File: src/hdl/pwi_pkg.sv
package pwi_pkg;

	// register offsets
	localparam logic [7:0] ADDR_INT_CONFIG = 8'h45;
	localparam logic [7:0] ADDR_UPPER_L    = 8'h46;
	localparam logic [7:0] ADDR_UPPER_H    = 8'h47;
	localparam logic [7:0] ADDR_LOWER_L    = 8'h48;
	localparam logic [7:0] ADDR_LOWER_H    = 8'h49;

	// values after reset
	localparam logic [7:0]  CONFIG_RESET    = 8'h00;
	localparam logic [15:0] THRESHOLD_RESET = 16'h0000;
	localparam logic [7:0]  CHECK_RESET     = 8'h00;
	localparam logic [7:0]  READ_UNMAPPED   = 8'h00;

	// field positions in interrupt_config
	localparam int STRETCH_LSB     = 4;
	localparam int WINDOW_SENSE_BIT = 3;

	// stretch select encodings
	localparam logic [1:0] STRETCH_NONE = 2'h0;
	localparam logic [1:0] STRETCH_16   = 2'h1;
	localparam logic [1:0] STRETCH_64   = 2'h2;
	localparam logic [1:0] STRETCH_256  = 2'h3;

	// nominal hold times in ms, and the oscillator tick period in us
	localparam int STRETCH_16_MS  = 16;
	localparam int STRETCH_64_MS  = 64;
	localparam int STRETCH_256_MS = 256;
	localparam int US_PER_MS      = 1000;
	localparam int OSC_TICK_US    = 16;
	localparam int TIMER_WIDTH    = 15;

	typedef struct packed {
		logic [1:0] reserved_hi;
		logic [1:0] stretch_select;
		logic       window_sense;
		logic [2:0] reserved_lo;
	} pwi_config_t;

	typedef struct packed {
		logic        valid;
		logic [15:0] pressure;
	} pwi_sample_t;

	typedef struct packed {
		logic       wr_en;
		logic       rd_en;
		logic [7:0] addr;
		logic [7:0] wdata;
	} pwi_reg_req_t;

endpackage : pwi_pkg

File: src/hdl/pwi_window_interrupt.sv
`timescale 1ns/1ps
module pwi_window_interrupt #(
	parameter int TICK_US = pwi_pkg::OSC_TICK_US
) (
	input  wire logic                  clock,
	input  wire logic                  resetn,
	input  wire logic                  ce,
	input  wire pwi_pkg::pwi_reg_req_t reg_req,
	output logic [7:0]                 reg_rdata,
	input  wire logic                  init_done_lock,
	input  wire pwi_pkg::pwi_sample_t  sample,
	input  wire logic                  osc_tick,
	input  wire logic                  pin_active_low,
	output logic                       int_active,
	output logic                       int_pin_out,
	output logic                       int_pin_oe,
	output logic                       array_error
);
	import pwi_pkg::*;

	localparam logic [TIMER_WIDTH-1:0] LOAD_16  =
		TIMER_WIDTH'(STRETCH_16_MS * US_PER_MS / TICK_US + 1);
	localparam logic [TIMER_WIDTH-1:0] LOAD_64  =
		TIMER_WIDTH'(STRETCH_64_MS * US_PER_MS / TICK_US + 1);
	localparam logic [TIMER_WIDTH-1:0] LOAD_256 =
		TIMER_WIDTH'(STRETCH_256_MS * US_PER_MS / TICK_US + 1);

	pwi_config_t config_q;
	logic [15:0] upper_threshold;
	logic [15:0] lower_threshold;
	logic [7:0]  check_q;
	logic        cond_q;
	logic        timer_running;

	// register writes, all locked once initialization ends
	wire wr_open   = reg_req.wr_en && !init_done_lock;
	wire wr_config = wr_open && reg_req.addr == ADDR_INT_CONFIG;
	wire wr_up_l   = wr_open && reg_req.addr == ADDR_UPPER_L;
	wire wr_up_h   = wr_open && reg_req.addr == ADDR_UPPER_H;
	wire wr_lo_l   = wr_open && reg_req.addr == ADDR_LOWER_L;
	wire wr_lo_h   = wr_open && reg_req.addr == ADDR_LOWER_H;
	wire wr_any    = wr_config | wr_up_l | wr_up_h | wr_lo_l | wr_lo_h;

	wire pwi_config_t next_config = wr_config ? pwi_config_t'(reg_req.wdata) : config_q;
	wire [15:0] next_upper = {wr_up_h ? reg_req.wdata : upper_threshold[15:8],
		wr_up_l ? reg_req.wdata : upper_threshold[7:0]};
	wire [15:0] next_lower = {wr_lo_h ? reg_req.wdata : lower_threshold[15:8],
		wr_lo_l ? reg_req.wdata : lower_threshold[7:0]};

	// array check: signature kept at write time, compared against live contents
	wire [7:0] live_check = 8'(config_q) ^ upper_threshold[15:8] ^ upper_threshold[7:0]
		^ lower_threshold[15:8] ^ lower_threshold[7:0];
	wire [7:0] next_check = 8'(next_config) ^ next_upper[15:8] ^ next_upper[7:0]
		^ next_lower[15:8] ^ next_lower[7:0];
	assign array_error = (check_q != live_check);

	wire [7:0] rd_mux =
		(reg_req.addr == ADDR_INT_CONFIG) ? 8'(config_q) :
		(reg_req.addr == ADDR_UPPER_L)    ? upper_threshold[7:0] :
		(reg_req.addr == ADDR_UPPER_H)    ? upper_threshold[15:8] :
		(reg_req.addr == ADDR_LOWER_L)    ? lower_threshold[7:0] :
		(reg_req.addr == ADDR_LOWER_H)    ? lower_threshold[15:8] : READ_UNMAPPED;

	// window comparator
	wire upper_on   = (upper_threshold != THRESHOLD_RESET);
	wire lower_on   = (lower_threshold != THRESHOLD_RESET);
	wire above      = upper_on && (sample.pressure > upper_threshold);
	wire below      = lower_on && (sample.pressure < lower_threshold);
	wire outside    = above || below;
	wire any_on     = upper_on || lower_on;
	wire next_cond  = any_on && (config_q.window_sense ? !outside : outside);
	wire stretching = (config_q.stretch_select != STRETCH_NONE);

	wire [TIMER_WIDTH-1:0] load_value =
		(config_q.stretch_select == STRETCH_16) ? LOAD_16 :
		(config_q.stretch_select == STRETCH_64) ? LOAD_64 : LOAD_256;
	wire timer_load = sample.valid && next_cond && stretching;

	assign int_active  = stretching ? timer_running : cond_q;
	assign int_pin_out = !pin_active_low;
	assign int_pin_oe  = int_active;

	always_ff @(posedge clock or negedge resetn) begin
		if (!resetn) begin
			config_q        <= pwi_config_t'(CONFIG_RESET);
			upper_threshold <= THRESHOLD_RESET;
			lower_threshold <= THRESHOLD_RESET;
			check_q         <= CHECK_RESET;
		end else if (ce) begin
			config_q        <= next_config;
			upper_threshold <= next_upper;
			lower_threshold <= next_lower;
			if (wr_any) begin
				check_q <= next_check;
			end
		end
	end

	always_ff @(posedge clock or negedge resetn) begin
		if (!resetn) begin
			cond_q    <= 1'b0;
			reg_rdata <= READ_UNMAPPED;
		end else if (ce) begin
			if (sample.valid) begin
				cond_q <= next_cond;
			end
			if (reg_req.rd_en) begin
				reg_rdata <= rd_mux;
			end
		end
	end

	pwi_stretch_timer #(
		.WIDTH(TIMER_WIDTH)
	) u_timer (
		.clock     (clock),
		.resetn    (resetn),
		.ce        (ce),
		.load      (timer_load),
		.load_value(load_value),
		.osc_tick  (osc_tick),
		.running   (timer_running)
	);
endmodule : pwi_window_interrupt

File: src/hdl/pwi_stretch_timer.sv
`timescale 1ns/1ps
module pwi_stretch_timer #(
	parameter int WIDTH = 15
) (
	input  wire logic             clock,
	input  wire logic             resetn,
	input  wire logic             ce,
	input  wire logic             load,
	input  wire logic [WIDTH-1:0] load_value,
	input  wire logic             osc_tick,
	output logic                  running
);
	import pwi_pkg::*;

	logic [WIDTH-1:0] count;
	logic [WIDTH-1:0] next_count;
	wire              counting = (count != '0);

	// a reload wins over a tick in the same cycle
	assign next_count = load ? load_value :
		(osc_tick && counting) ? count - 1'b1 : count;
	assign running = counting;

	always_ff @(posedge clock or negedge resetn) begin
		if (!resetn) begin
			count <= '0;
		end else if (ce) begin
			count <= next_count;
		end
	end
endmodule : pwi_stretch_timer

File: config.mk
export PLATFORM = sky130hd
export DESIGN_NAME = pwi_window_interrupt
export DESIGN_NICKNAME = d
export VERILOG_FILES = /design/src/hdl/pwi_pkg.sv /design/src/hdl/pwi_window_interrupt.sv /design/src/hdl/pwi_stretch_timer.sv
export SDC_FILE = /design/constraint.sdc
export NUM_CORES = 1
export LEC_CHECK = 0
export BUFFER_PORTS_ARGS = -buffer_cell sky130_fd_sc_hd__buf_4
export CAP_MARGIN = 20
export CORE_UTILIZATION = 25
export CTS_BUF_LIST = sky130_fd_sc_hd__clkbuf_4
export DETAILED_ROUTE_END_ITERATION = 8
export PLACE_DENSITY_LB_ADDON = 0.25
export REMOVE_ABC_BUFFERS = 1
export SKIP_CTS_REPAIR_TIMING = 1
export SLEW_MARGIN = 20
export SYNTH_ARGS = -nofsm -noshare
export SYNTH_HDL_FRONTEND = slang
export SYNTH_SLANG_ARGS = --single-unit
File: constraint.sdc
create_clock -name clock -period 3.3 [get_ports clock]
set_clock_uncertainty 0.05 [all_clocks]
set_input_delay 0.33 -clock clock [delete_from_list [all_inputs] [get_ports clock]]
set_output_delay 0.33 -clock clock [all_outputs]
set_load 0.02 [all_outputs]
==> metrics.md <==
| Metric | Value |
|---|---|
| Max Clk Rate | around 330 MHz |
| Outcome | finished clean |
| Site Rows | 54 |
| Initial core utilization | 0.2582 |
| Max Cap Viol | 0 |
| Top FF cell, synth | dfrtp_1 |
| Simple-gate area share of the yosys netlist | 0.1990 |
| Num CTS Buffers | 9 |
| Slew @ Worst Pin | approximately 740 ps |
| Min cycle time layout | between 3000 and 4000 ps |
| Internal | about 1.5 mW |
| Core Box Area | roughly 22000 µm² |
| Comb power frac | 0.269 |
| Relative slew slack | 0.5085 |
| # nets final | roughly 800 |
| Asr flop ratio synth | 1.000 |
| Post-synthesis sequential area ratio | 0.3148 |
| Worst-case clock buffer depth | 2 |
| Dpl cells | roughly 990 |
| Root Buffer | clkbuf_4 |
| Pin count of the biggest net entering global routing | 73 |
| Pins Over Slew Limit | 0 |
| Vias in the first global route | just over 5000 |
| Via/cell ratio | 5.245 |
| Startpoint types | flip-flop |
| Final Cycle Share | 0.9142 |
| Share of cells above drive strength 1 | 0.1766 |
| Power share of the clock group | 0.266 |
| Tightest Hold Check Type | input pin to flip-flop |
| Synthesis-to-layout area growth | 16.07% |
| Top-count cell post-synth | dfrtp_1 |
| Switch Pwr | around 0.76 mW |
| Post-synth top area cell | dfrtp_1 |
| Post-place setup slack | roughly 330 ps |
| Final worst slack | roughly 280 ps |
| Syn_area_per_cell | around 8.6 µm² |
| Compound-Gate Fraction of Synth Area | 0.2162 |
| Cell Area, Synth | between 5000 and 6000 µm² |
| Die height | 153.3 µm |
| Worst Setup Path Type | flip-flop to flip-flop |
| Worst EP arrival | 3310 ps |
| Dominant cells by area after synthesis | dfrtp_1, ha_1, xnor2_1 |
| Wirelength, routed | just under 20 mm |
| Yosys warnings | 0 |
| Drt first-iter violations | between 400 and 500 |
| Htree depth | 3 |
| Yosys cell types | slightly above 70 |
| Adder-cell area share of the yosys netlist | 0.07433 |
| Leak Pwr | ~2.8 nW |
| RSZ-0062 raised after global routing | no |
| WL/cell | around 20 µm |
| Largest family of logic cells by synthesized area | compound AO/OA/AOI/OAI gates |
| # setup viols final | 0 |
| DRC Markers | 0 |
| Dpl hpwl | 14.87 mm |
| Total power | between 2 and 2.5 mW |
| Synth top area share | 0.3148 |
| XOR/XNOR Fraction of Synth Area | 0.1019 |
| Gpl congestion | around 0.86 |
| Final hold violation count | 0 |
| CTS clk-pin slew, worst paths | approximately 130 ps |
| Detailed-route via count | approximately 5300 |
| Die W | about 150 µm |
| Post-synth top cells | dfrtp_1, nand2_1, inv_1 |
| Post-synth EDFFs | 0 |
| Crit end category | flip-flop |
| Fin Hold WS | ~140 ps |
| Gate Count Post-Synth | around 670 |
| Clk Latency, worst-skew pair | ~450 ps |
| Net Sw Frac | 0.3415 |
| Mux share of post-synthesis cell area | 0.02689 |
| Post-route ant nets | 0 |
| Clock Sinks | 72 |
| Fillers | 2389 |
| Post-Route Setup TNS | 0 ps |
| Seq pwr share | 0.465 |
| Initial antenna violation count | 1 |
| First-pass GRT wire length | between 30 and 40 mm |
| Crit path max fanout | 10 |
| I/O pins | 53 |
| CTS tree | yes |
| Die area | around 24000 µm² |
| Required time of the critical path | approximately 3600 ps |
| Post-Layout Cell Count | 1006 |
| Gr usage total | 0.1730 |
| Register bit total from synthesis | 72 |
| Port bufs | 52 |
| Global route overflow | 0 |
| Cell Pwr Density | ~330 nW/µm² |
| Worst VDD drop | about 0.14 mV |
| Iteration count of the initial detailed-routing pass | 5 |
-- metrics by stage --
step | instance area (µm²) | utilization
2_1_floorplan | 5532 | -
3_3_place_gp | 6497 | 0.2932
3_5_place_dp | 6497 | 0.2932
4_1_cts | 6626 | 0.2990
5_1_grt | 6643 | 0.2997
6_report | 6643 | 0.2997
-- per-layer routing --
layer	vias to the layer above	track usage	routed length, µm	share of wire
li1	2559	-	-	-
met1	2496	0.2363	9159	0.46
met2	186	0.2703	8855	0.45
met3	35	0.03204	1160	0.059
met4	0	0.06349	533	0.027
met5	-	0	0	0
-- power by group through the flow --
stage | Combinational (mW) | Clock, mW | Sequential, mW
floorplan | 0.360 | 0 | 1.05
detailed placement | 0.598 | 0 | 1.05
global route | 0.667 | 0.641 | 1.05
global placement | 0.600 | 0 | 1.05
CTS | 0.603 | 0.614 | 1.03
finish | 0.598 | 0.591 | 1.03
-- worst paths after layout --
check,startpoint,end,slack (ps),depth (start not counted)
worst min-delay path,sample[16],cond_q,140,3
min in group asynchronous,resetn,lower_threshold[3],420,2
max in group asynchronous,resetn,u_timer.count[0],2260,2
worst max register to register,upper_threshold[8],u_timer.count[9],280,9
worst max-delay path,upper_threshold[8],u_timer.count[9],280,9
worst min register to register,cond_q,cond_q,460,2
-- layout by cell type (no fill, tap or decap), types with 5 or more instances in the layout --
master / Yosys / routed
dfrtp_1: 72 / 72
nor4_1: 12 / 12
xor2_1: 17 / 17
o221ai_1: 11 / 11
clkbuf_4: 0 / 11
nand2_1: 66 / 66
nor2_1: 20 / 20
o21ai_1: 6 / 6
nor3_1: 15 / 15
and2_1: 5 / 5
a21oi_1: 37 / 37
nand3_1: 24 / 24
buf_4: 6 / 81
inv_1: 51 / 51
a21o_1: 5 / 5
nand2b_1: 5 / 5
or3_1: 10 / 10
a221oi_1: 29 / 29
ha_1: 34 / 34
mux2_2: 11 / 11
xnor2_1: 47 / 47
nand4_1: 20 / 20
o21ai_0: 48 / 48
nor2b_1: 6 / 6
-- critical path, cell delays in order (launching register included) --
cell     delay, ps
dfrtp_1        480
inv_1          110
ha_1           290
nand4_1        130
or4_4          520
a21o_1         200
a31oi_4        280
or3_1          390
nand2_2        150
o31a_1         300
-- state kept, by name, indices dropped and copies added, names as in the netlist --
name / flops
check_q: 8
cond_q: 1
config_q: 8
lower_threshold: 16
reg_rdata: 8
u_timer.count: 15
upper_threshold: 16
-- layout make-up --
| class | count | area [µm²] | share of cell area |
|---|---|---|---|
| multi-input combinational | 504 | 3538 | 0.5327 |
| sequential | 72 | 1802 | 0.2712 |
| timing repair buffer | 83 | 629.4 | 0.09474 |
| inverter | 51 | 191.4 | 0.02882 |
| tap | 280 | 350.3 | 0.05274 |
| antenna | 1 | 2.502 | 0.0003767 |
| clock buffer | 11 | 82.58 | 0.01243 |
| clock inverter | 4 | 46.29 | 0.006969 |
-- logic make-up (layout without fill, tap and decap cells) --
logic type               count (synthesis)  in the layout
multiplexers                            14             14
other                                    0              1
XOR/XNOR                                65             65
adder cells (fa/ha/maj)                 34             34
AND/OR/NAND/NOR                        211            211
buffers and inverters                   92            149
flip-flops                              72             72
AO/OA/AOI/OAI                          180            180
Power figures use the tool's default switching activity.
